==> config.mk <==
export PLATFORM = sky130hd
export DESIGN_NAME = lsma_alu
export DESIGN_NICKNAME = d
export VERILOG_FILES = /design/src/lsma_pkg.sv /design/src/lsma_alu.sv /design/src/lsma_shifter.sv
export SDC_FILE = /design/constraint.sdc
export NUM_CORES = 2
export LEC_CHECK = 0
export BUFFER_PORTS_ARGS = -buffer_cell sky130_fd_sc_hd__clkbuf_2
export CORE_ASPECT_RATIO = 1.75
export CORE_MARGIN = 2
export CORE_UTILIZATION = 35
export CTS_CLUSTER_DIAMETER = 120
export CTS_CLUSTER_SIZE = 20
export DETAILED_ROUTE_END_ITERATION = 6
export GPL_TIMING_DRIVEN = 0
export HOLD_SLACK_MARGIN = 0.15
export PLACE_DENSITY = 0.52
export SYNTH_ARGS = -nofsm -noshare
export SYNTH_HDL_FRONTEND = slang
export SYNTH_HIERARCHICAL = 1
export SYNTH_SLANG_ARGS = --single-unit
==> constraint.sdc <==
create_clock -name clk_sys_i -period 1.4 [get_ports clk_sys_i]
set_clock_uncertainty 0.1 [all_clocks]
set_input_delay 0.21 -clock clk_sys_i [delete_from_list [all_inputs] [get_ports clk_sys_i]]
set_output_delay 0.21 -clock clk_sys_i [all_outputs]
set_load 0.05 [all_outputs]
==> src/lsma_pkg.sv <==
// Constants and types of the logic, shift and move datapath
//
// Behaviour
// - Logic unit gives AND, XOR or OR of the two sources per opcode.
// - Bit-clear And_set_flags first operand with inverse of second operand.
// - Four logic operations set N and Z, keep C and V.
// - Logic operations use low eight registers; destination equals first source.
// - Shift count from immediate or low byte of count register; four shift kinds.
// - Immediate counts: arith right 1-32, left 0-31, logic right 1-32.
// - Shifts set N, Z, C gets last bit out; C kept at count zero.
// - Shifts use low eight registers; register-count form needs destination equal source.
// - Flag-setting low register move runs as left shift by zero.
// - Compare subtracts register or immediate, sets flags like subtract, no write.
// - Compare-negative adds registers, sets flags like add, low registers only.
// - Register compare accepts registers 0 to 14; immediate compare 0 to 255.
// - Both compares update N, Z, C and V.
// - Move copies source; flag move may load immediate 0-255, sets N and Z.
// - Move-inverted writes complement of source and sets N and Z.
// - Move to program counter branches with bit 0 cleared; state bit kept.
// - Multiply keeps low 32 bits of product, same signed or unsigned.
// - Multiply low registers, destination equals second source, sets N and Z only.
// - Full byte reversal swaps four bytes, flags unchanged.
// - Half reversal swaps bytes per half; signed form sign-extends low half.
// - Extends take byte or half, sign or zero extend, flags unchanged.
package lsma_pkg;
  localparam int unsigned LSMA_DW = 32;
  localparam int unsigned LSMA_RW = 4;
  localparam logic [3:0] LSMA_LOW_REG_MAX = 4'h7;
  localparam logic [3:0] LSMA_CMP_REG_MAX = 4'he;
  localparam logic [3:0] LSMA_PC_REG = 4'hf;
  localparam logic [5:0] LSMA_SH_FULL = 6'h20;
  localparam logic [5:0] LSMA_IMM_MAX_LEFT = 6'h1f;
  localparam logic [31:0] LSMA_WORD_ZERO = 32'h0000_0000;
  localparam logic [3:0] LSMA_FLAGS_RST = 4'h0;
  localparam int unsigned LSMA_FLAG_N = 3;
  localparam int unsigned LSMA_FLAG_Z = 2;
  localparam int unsigned LSMA_FLAG_C = 1;
  localparam int unsigned LSMA_FLAG_V = 0;

  typedef enum logic [4:0] {
    and_set_flags = 5'h00,
    xor_set_flags = 5'h01,
    or_set_flags = 5'h02,
    bit_clear_set_flags = 5'h03,
    arith_shift_right = 5'h04,
    logic_shift_left = 5'h05,
    logic_shift_right = 5'h06,
    rotate_right = 5'h07,
    compare_op = 5'h08,
    compare_negative_op = 5'h09,
    move_op = 5'h0a,
    move_set_flags = 5'h0b,
    move_inverted = 5'h0c,
    multiply_low_word = 5'h0d,
    byte_reverse_word = 5'h0e,
    byte_reverse_halves = 5'h0f,
    byte_reverse_signed_half = 5'h10,
    sign_extend_byte = 5'h11,
    sign_extend_half = 5'h12,
    zero_extend_byte = 5'h13,
    zero_extend_half = 5'h14,
    bit_test_op = 5'h15
  } lsma_op_t;
endpackage

==> src/lsma_alu.sv <==
`timescale 1ns/1ns
// Data-processing datapath with registered result and flags
module lsma_alu
  import lsma_pkg::*;
(
  // Clock and reset
  input wire logic clk_sys_i,
  input wire logic resetn_i,
  // Instruction
  input wire logic valid_i,
  input wire lsma_pkg::lsma_op_t op_i,
  input wire logic [3:0] dst_reg_i,
  input wire logic [3:0] first_src_reg_i,
  input wire logic [3:0] second_src_reg_i,
  input wire logic [3:0] shift_amount_reg_i,
  input wire logic use_imm_i,
  input wire logic [7:0] imm_i,
  input wire logic set_flags_i,
  // Operand values
  input wire logic [31:0] first_src_val_i,
  input wire logic [31:0] second_src_val_i,
  input wire logic [31:0] shift_amount_val_i,
  // Results
  output logic [31:0] result_o,
  output logic [3:0] wr_reg_o,
  output logic wr_en_o,
  output logic branch_o,
  output logic [31:0] branch_addr_o,
  output logic [3:0] flags_o,
  output logic illegal_o,
  output logic done_o
);
  import lsma_pkg::*;

  function automatic logic is_low(input logic [3:0] r);
    is_low = (r <= LSMA_LOW_REG_MAX);
  endfunction

  function automatic logic [31:0] bswap16(input logic [31:0] v);
    bswap16 = {v[23:16], v[31:24], v[7:0], v[15:8]};
  endfunction

  logic [31:0] result_d, result_q;
  logic [31:0] addr_d, addr_q;
  logic [3:0] wr_reg_d, wr_reg_q;
  logic [3:0] flags_d, flags_q;
  logic wr_en_d, wr_en_q, branch_d, branch_q, illegal_d, illegal_q, done_d, done_q;

  logic [31:0] b_val;
  logic [7:0] sh_cnt;
  logic [31:0] sh_res;
  logic sh_c;
  logic [32:0] sum;
  logic [31:0] prod;
  logic [31:0] r;
  logic legal, wr, nz, cv, c_new, v_new;

  ////////////////////////////////////////////////////////////////
  // Operand selection
  always_comb
  begin
    b_val = use_imm_i ? {24'h0, imm_i} : second_src_val_i;
    // Immediate zero means a full 32-place shift for the right shifts
    if (use_imm_i)
      sh_cnt = (imm_i == 8'h00 && op_i != logic_shift_left) ? 8'(LSMA_SH_FULL) : imm_i;
    else
      sh_cnt = shift_amount_val_i[7:0];
  end

  lsma_shifter u_shifter (
    .value_i(second_src_val_i),
    .count_i(sh_cnt),
    .kind_i(op_i),
    .carry_i(flags_q[LSMA_FLAG_C]),
    .result_o(sh_res),
    .carry_o(sh_c)
  );

  assign prod = first_src_val_i * second_src_val_i;

  ////////////////////////////////////////////////////////////////
  // Execute
  always_comb
  begin
    r = LSMA_WORD_ZERO;
    sum = 33'h0;
    legal = 1'b1;
    wr = 1'b1;
    nz = 1'b0;
    cv = 1'b0;
    c_new = flags_q[LSMA_FLAG_C];
    v_new = flags_q[LSMA_FLAG_V];
    unique case (op_i)
      and_set_flags, xor_set_flags, or_set_flags, bit_clear_set_flags:
      begin
        unique case (op_i)
          and_set_flags: r = first_src_val_i & second_src_val_i;
          xor_set_flags: r = first_src_val_i ^ second_src_val_i;
          or_set_flags: r = first_src_val_i | second_src_val_i;
          default: r = first_src_val_i & ~second_src_val_i;
        endcase
        nz = 1'b1;
        legal = is_low(dst_reg_i) && is_low(second_src_reg_i)
          && dst_reg_i == first_src_reg_i;
      end
      arith_shift_right, logic_shift_left, logic_shift_right, rotate_right:
      begin
        r = sh_res;
        nz = 1'b1;
        c_new = sh_c;
        legal = is_low(dst_reg_i) && is_low(second_src_reg_i)
          && (use_imm_i ? (op_i != rotate_right && (op_i != logic_shift_left
          || imm_i[5:0] <= LSMA_IMM_MAX_LEFT) && imm_i <= 8'(LSMA_SH_FULL))
          : (is_low(shift_amount_reg_i) && dst_reg_i == second_src_reg_i));
      end
      compare_op:
      begin
        sum = {1'b0, first_src_val_i} + {1'b0, ~b_val} + 33'h1;
        r = sum[31:0];
        wr = 1'b0;
        nz = 1'b1;
        cv = 1'b1;
        c_new = sum[32];
        v_new = (first_src_val_i[31] != b_val[31]) && (r[31] != first_src_val_i[31]);
        legal = first_src_reg_i <= LSMA_CMP_REG_MAX
          && (use_imm_i || second_src_reg_i <= LSMA_CMP_REG_MAX);
      end
      compare_negative_op:
      begin
        sum = {1'b0, first_src_val_i} + {1'b0, second_src_val_i};
        r = sum[31:0];
        wr = 1'b0;
        nz = 1'b1;
        cv = 1'b1;
        c_new = sum[32];
        v_new = (first_src_val_i[31] == second_src_val_i[31])
          && (r[31] != first_src_val_i[31]);
        legal = is_low(first_src_reg_i) && is_low(second_src_reg_i);
      end
      move_op, move_set_flags:
      begin
        r = (op_i == move_set_flags && use_imm_i) ? {24'h0, imm_i} : second_src_val_i;
        nz = (op_i == move_set_flags);
        legal = (op_i == move_op) || (is_low(dst_reg_i) && is_low(second_src_reg_i));
      end
      move_inverted:
      begin
        r = ~second_src_val_i;
        nz = 1'b1;
        legal = is_low(dst_reg_i) && is_low(second_src_reg_i);
      end
      multiply_low_word:
      begin
        r = prod;
        nz = 1'b1;
        legal = is_low(dst_reg_i) && is_low(first_src_reg_i)
          && dst_reg_i == second_src_reg_i;
      end
      byte_reverse_word, byte_reverse_halves, byte_reverse_signed_half:
      begin
        if (op_i == byte_reverse_word)
          r = {second_src_val_i[7:0], second_src_val_i[15:8],
            second_src_val_i[23:16], second_src_val_i[31:24]};
        else if (op_i == byte_reverse_halves)
          r = bswap16(second_src_val_i);
        else
          r = {{16{second_src_val_i[7]}}, second_src_val_i[7:0],
            second_src_val_i[15:8]};
        legal = is_low(dst_reg_i) && is_low(second_src_reg_i);
      end
      sign_extend_byte, sign_extend_half, zero_extend_byte, zero_extend_half:
      begin
        unique case (op_i)
          sign_extend_byte: r = {{24{second_src_val_i[7]}}, second_src_val_i[7:0]};
          sign_extend_half: r = {{16{second_src_val_i[15]}}, second_src_val_i[15:0]};
          zero_extend_byte: r = {24'h0, second_src_val_i[7:0]};
          default: r = {16'h0, second_src_val_i[15:0]};
        endcase
        legal = is_low(dst_reg_i) && is_low(second_src_reg_i);
      end
      bit_test_op:
      begin
        r = first_src_val_i & second_src_val_i;
        wr = 1'b0;
        nz = 1'b1;
        legal = is_low(first_src_reg_i) && is_low(second_src_reg_i);
      end
      default:
      begin
        legal = 1'b0;
      end
    endcase
  end

  ////////////////////////////////////////////////////////////////
  // Next state
  always_comb
  begin
    result_d = result_q;
    addr_d = addr_q;
    wr_reg_d = wr_reg_q;
    flags_d = flags_q;
    wr_en_d = 1'b0;
    branch_d = 1'b0;
    illegal_d = 1'b0;
    done_d = 1'b0;
    if (valid_i)
    begin
      done_d = 1'b1;
      illegal_d = ~legal;
      if (legal)
      begin
        result_d = r;
        if (wr && op_i == move_op && dst_reg_i == LSMA_PC_REG)
        begin
          branch_d = 1'b1;
          addr_d = {r[31:1], 1'b0};
        end
        else
        begin
          wr_en_d = wr;
          wr_reg_d = dst_reg_i;
        end
        if (nz && (op_i != move_set_flags || set_flags_i || 1'b1))
        begin
          flags_d[LSMA_FLAG_N] = r[31];
          flags_d[LSMA_FLAG_Z] = (r == LSMA_WORD_ZERO);
          flags_d[LSMA_FLAG_C] = c_new;
          if (cv)
            flags_d[LSMA_FLAG_V] = v_new;
        end
      end
    end
  end

  always_ff @(posedge clk_sys_i or negedge resetn_i)
  begin
    if (!resetn_i)
    begin
      result_q <= LSMA_WORD_ZERO;
      addr_q <= LSMA_WORD_ZERO;
      wr_reg_q <= 4'h0;
      flags_q <= LSMA_FLAGS_RST;
      wr_en_q <= 1'b0;
      branch_q <= 1'b0;
      illegal_q <= 1'b0;
      done_q <= 1'b0;
    end
    else
    begin
      result_q <= result_d;
      addr_q <= addr_d;
      wr_reg_q <= wr_reg_d;
      flags_q <= flags_d;
      wr_en_q <= wr_en_d;
      branch_q <= branch_d;
      illegal_q <= illegal_d;
      done_q <= done_d;
    end
  end

  assign result_o = result_q;
  assign wr_reg_o = wr_reg_q;
  assign wr_en_o = wr_en_q;
  assign branch_o = branch_q;
  assign branch_addr_o = addr_q;
  assign flags_o = flags_q;
  assign illegal_o = illegal_q;
  assign done_o = done_q;
endmodule // lsma_alu

==> src/lsma_shifter.sv <==
`timescale 1ns/1ns
// Barrel shifter giving result and carry out
module lsma_shifter
  import lsma_pkg::*;
(
  // Operands
  input wire logic [31:0] value_i,
  input wire logic [7:0] count_i,
  input wire lsma_pkg::lsma_op_t kind_i,
  input wire logic carry_i,
  // Results
  output logic [31:0] result_o,
  output logic carry_o
);
  logic [63:0] wide;
  logic [4:0] rot;
  localparam logic [7:0] SH_FULL = 8'(LSMA_SH_FULL);

  always_comb
  begin
    wide = 64'h0;
    rot = count_i[4:0];
    result_o = value_i;
    carry_o = carry_i;
    if (count_i != 8'h00)
    begin
      unique case (kind_i)
        logic_shift_left:
        begin
          wide = {32'h0, value_i} << count_i;
          result_o = (count_i > SH_FULL) ? LSMA_WORD_ZERO : wide[31:0];
          carry_o = (count_i > SH_FULL) ? 1'b0 : wide[32];
        end
        logic_shift_right:
        begin
          wide = {value_i, 32'h0} >> count_i;
          result_o = (count_i > SH_FULL) ? LSMA_WORD_ZERO : wide[63:32];
          carry_o = (count_i > SH_FULL) ? 1'b0 : wide[31];
        end
        arith_shift_right:
        begin
          wide = 64'($signed({value_i, 32'h0}) >>> ((count_i > SH_FULL) ? SH_FULL : count_i));
          result_o = wide[63:32];
          carry_o = (count_i >= SH_FULL) ? value_i[31] : wide[31];
        end
        default:
        begin
          result_o = (value_i >> rot) | (value_i << (LSMA_SH_FULL - {1'b0, rot}));
          carry_o = result_o[31];
        end
      endcase
    end
  end
endmodule // lsma_shifter

==> out/metrics.yaml, run 1 <==
status:
  status: "aborted with a tool error"
  haltStage: "global routing"
  error_line: "[ERROR GRT-0116] Global routing finished with congestion. Check the congestion regions in the DRC Viewer."
logic_synthesis:
  yosysTopAreaCellShare: 0.226
  postSynthCellCount: 4604
  syn_area_sq_um: 36300
  synth_cell_types: 120
  synth_top_family_by_area: "adder cells"
  ys_seq_area_frac: 0.0518
  synth_area_leaders: "fa_1 23%, ha_1 8.7%, nor2_1 6.0%, mux4_2 5.6%, dfrtp_1 5.2%"
  syn_area_per_cell_sq_um: 7.88
  synthSimpleGateAreaFrac: 0.198
  synth_edf_count: 0
  synth_xor_area_frac: 0.0265
  synth_nets: 5396
  synth_ff_type: "dfrtp_1"
  yosysWarnings: 6
  yosysTopAreaCell: "fa_1"
  muxShareOfSynthArea: 0.118
  synth_compound_area_frac: 0.193
  yosys_register_bits: 75
  synthTopCellsByCount: "580 x nor2_1, 495 x nand2_1, 469 x inv_1"
  synthArstFlopShare: 1.00
  synth-adder-area-share: 0.313
  synth_most_common_cell: "nor2_1"
die:
  die_height_um: 430
  io_pins: 206
  initial_core_util: 0.352
  dieWidth_um: 247
  row_count: 156
clock_tree:
  root_buffer: "clkbuf_16"
  cts_buffers: 9
  cts_max_path_buffers: 2
  htreeDepth: 3
  clkSinkCount: 75
global_route:
  track_usage: 0.620
  grt_pass1_vias: 48200
  grt_first_pass_wirelength_um: 450000
  overflow: 126
  grt_max_degree: 65
placement:
  io_buffers: 175
  dp_hpwl_um: 231000
  gp_congestion: 1.17
  dp_slack_ns: -8.66
stage by stage:
step           instance area (sq um)  std cells  utilization  TNS [ns]
4_1_cts                        44700       6285        0.433   -349.58
3_5_place_dp                   40300       6127        0.391   -462.86
3_3_place_gp                   40200       6122        0.390   -519.02
2_1_floorplan                  37700       4604            -   -289.68
kinds of logic after synthesis:
group                    count (synthesis)
buffers and inverters                  874
multiplexers                           304
XOR/XNOR                               109
AO/OA/AOI/OAI                         1012
other                                    1
flip-flops                              75
adder cells (fa/ha/maj)                662
AND/OR/NAND/NOR                       1567
what timing repair did:
action	in CTS
hold endpoints to repair	80
hold buffers	5
setup buffers	139
setup endpoints to repair	76
pin swaps	87
resized for setup	628
layer usage:
layer | global-route usage | overflow
met5 | 0.0406 | 0
met4 | 0.689 | 57
met3 | 0.348 | 4
met2 | 0.862 | 65
met1 | 0.606 | 0
==> inputs of run 2 (changes only) <==
CORE_ASPECT_RATIO = unset   (was 1.75)
CORE_UTILIZATION = 20   (was 35)
CTS_CLUSTER_DIAMETER = unset   (was 120)
CTS_CLUSTER_SIZE = unset   (was 20)
HOLD_SLACK_MARGIN = unset   (was 0.15)
PLACE_DENSITY = unset   (was 0.52)
PLACE_DENSITY_LB_ADDON = 0.15   (was unset)
==> out/metrics.yaml, run 2 <==
global_route:
  grt_max_degree: 49
  antenna_found_initial: 21
  grt_util_met1: 0.398
  track_usage: 0.289
  busiest_layer: "met2"
  grt_pass1_vias: 41500
  grt_first_pass_wirelength_um: 369000
  use_met2: 0.410
  overflow: 0
  grt.met3_usage: 0.0593
power:
  seqPwrFrac: 0.020
  p_leak_uw: 0.0205
  internal_power_uw: 65100
  clockPowerShare: 0.018
  p_sw_uw: 79300
  switching_share: 0.549
  ir_drop_v: 0.00444
  pwr_density_cell_nw_per_um2: 2950
  p_total_uw: 144000
  combPwrFrac: 0.962
status:
  violations: "design-rule violations, max-capacitance violations, max-slew violations, negative setup slack"
  status: "finished with violations"
logic_synthesis:
  yosysTopAreaCellShare: 0.226
  syn_area_sq_um: 36300
  synth_area_leaders: "fa_1 23%, ha_1 8.7%, nor2_1 6.0%, mux4_2 5.6%, dfrtp_1 5.2%"
  yosysTopAreaCell: "fa_1"
  synthTopCellsByCount: "580 x nor2_1, 495 x nand2_1, 469 x inv_1"
  syn_area_per_cell_sq_um: 7.88
  synth_most_common_cell: "nor2_1"
  synth_ff_type: "dfrtp_1"
  yosysWarnings: 6
  synth_edf_count: 0
  postSynthCellCount: 4604
  yosys_register_bits: 75
  synth_cell_types: 120
  synth_nets: 5396
  synthArstFlopShare: 1.00
  ys_seq_area_frac: 0.0518
worst_setup_path:
  cp.required_ns: 1.56
  worstSetupEndpointType: "flop"
  path_class: "in -> reg"
  arrival_ns: 7.88
  path_max_fanout: 11
  startpoint_type: "primary input"
final_layout:
  final_cell_mix: "520 x nor2_1, 485 x nand2_1, 429 x inv_1"
  fin_util: 0.271
  drive_above_1_share: 0.287
  largest_register_ff_count: 32
  area_growth_pct: 34.8
  final_common_cell: "nor2_1"
  multi_input_area_sq_um: 33900
  layout.nets: 5843
  seq_area_sq_um: 1880
  fillers: 19700
die:
  dieWidth_um: 430
  dieArea_sq_um: 185000
  coreArea_sq_um: 180000
  row_count: 156
  io_pins: 206
  initial_core_util: 0.201
  die_height_um: 430
drt:
  via_per_inst: 5.61
  ant_nets: 0
  drc: 4
  wl_per_cell_um: 36.8
  finalWirelength_um: 274000
  drt-initial-drc-count: 4978
  first_pass_iters: 7
  vias: 41700
timing:
  hold_viol: 0
  period_minus_slack_ns: 7.72
  fmax_mhz: 130
  post-route-period-util: 5.51
  fin_ws_ns: -6.32
  rsz0062_at_grt: "true"
  relSlewSlack: -0.0388
  final-setup-viol-count: 74
  finalMaxSlewViolations: 13
  tightest_slew_ns: 1.56
clock_tree:
  clk-insertion-delay-late_ns: 0.35
  clkSinkCount: 75
  htreeDepth: 3
  root_buffer: "clkbuf_16"
  cts_buffers: 9
  path_clk_slew_ns: 0.06
  cts_max_path_buffers: 2
  cts_tree: "yes"
placement:
  dp_hpwl_um: 216000
  gp_congestion: 1.03
  io_buffers: 175
job:
  drv_cap: 2
min_path:
  hold_path_class: "in -> reg"
[run 2: cells by family (layout without fill, tap and decap cells)]
group / Yosys count / count (layout) / synth area share
other cells: 1 / 18 / 0.000103
fa+ha+maj: 662 / 662 / 0.313
compound gates: 1012 / 1012 / 0.193
simple gates: 1567 / 1567 / 0.198
buf+inv: 874 / 1325 / 0.0996
flops: 75 / 75 / 0.0518
mux: 304 / 305 / 0.118
xor+xnor: 109 / 109 / 0.0265
[run 2: final timing paths]
check / start / endpoint / slack, ns / cells after the start
worst min register to register: flags_o[3] / flags_o[3] / 0.41 / 2
worst max register to register: flags_o[1] / flags_o[1] / -0.25 / 6
max in group asynchronous: resetn_i / done_o / 0.32 / 3
worst max-delay path: second_src_val_i[13] / flags_o[2] / -6.32 / 26
worst min-delay path: valid_i / illegal_o / 0.05 / 3
min in group asynchronous: resetn_i / result_o[29] / 0.26 / 2
[run 2: per-stage QoR]
stage                     area [sq um]  TNS, ns  instances  setup slack [ns]  hold slack (ns)
after floorplan                  37700  -289.68       4604             -5.76           -0.186
after global placement           41500  -540.53       7149             -8.67            0.327
after detailed placement         41600  -472.95       7152             -8.68            0.107
after CTS                        47800  -335.50       7380             -6.45           0.0407
after global routing             48900  -344.48       7431             -6.45           0.0861
final                            48900  -336.69       7443             -6.32           0.0509
[run 2: repair_timing]
action / CTS / global route
resized for setup: 894 / 190
pin swaps: 186 / 99
endpoints found under the setup margin: 77 / 76
hold buffers: 2 / 0
cloned: 0 / 1
hold endpoints to repair: 28 / 0
buffers inserted: 222 / 49
[run 2: worst max-delay path: stages]
cell and delay [ns]:
clkbuf_8 0.18, clkbuf_16 0.18, inv_6 0.12, buf_12 0.20, nor2_1 0.09, fa_1 0.53
inv_1 0.06, fa_1 0.48, fa_1 0.56, inv_1 0.06, fa_1 0.43, fa_1 0.50
fa_2 0.59, fa_1 0.43, fa_1 0.56, ha_4 0.25, nand2b_1 0.20, o21ai_0 0.11
a22oi_1 0.19, nand2_1 0.15, a2111oi_4 0.35, o311ai_4 0.22, a211oi_2 0.26, nand4bb_1 0.13
or4b_4 0.57, o31ai_4 0.26
[run 2: area by class of cell]
cell class / instances / share of cell area
clock buffers: 10 / 0.00489
multi-input cells: 3656 / 0.694
diodes: 17 / 0.000870
well taps: 2370 / 0.0607
flip-flops and latches: 75 / 0.0385
repair buffers: 448 / 0.0803
inverters: 492 / 0.0445
clock inverters: 6 / 0.00177
plain buffers: 369 / 0.0743
[run 2: layer usage]
metal / routed length (um) / part of all wire / vias up
met1: 119000 / 0.43 / 21700
met3: 24900 / 0.091 / 554
li1: - / - / 16900
met5: 56 / 0.00020 / -
met4: 20300 / 0.074 / 8
met2: 110000 / 0.40 / 2490
[run 2: power by group through the flow]
stage	combinational (uW)	sequential (uW)	clock, uW
after floorplan	64500	4560	0
after global placement	84000	2910	0
after detailed placement	84300	2900	0
after CTS	127000	2910	2650
after global routing	144000	2960	2720
final	139000	2920	2570
(Power assumes the default switching activity.)
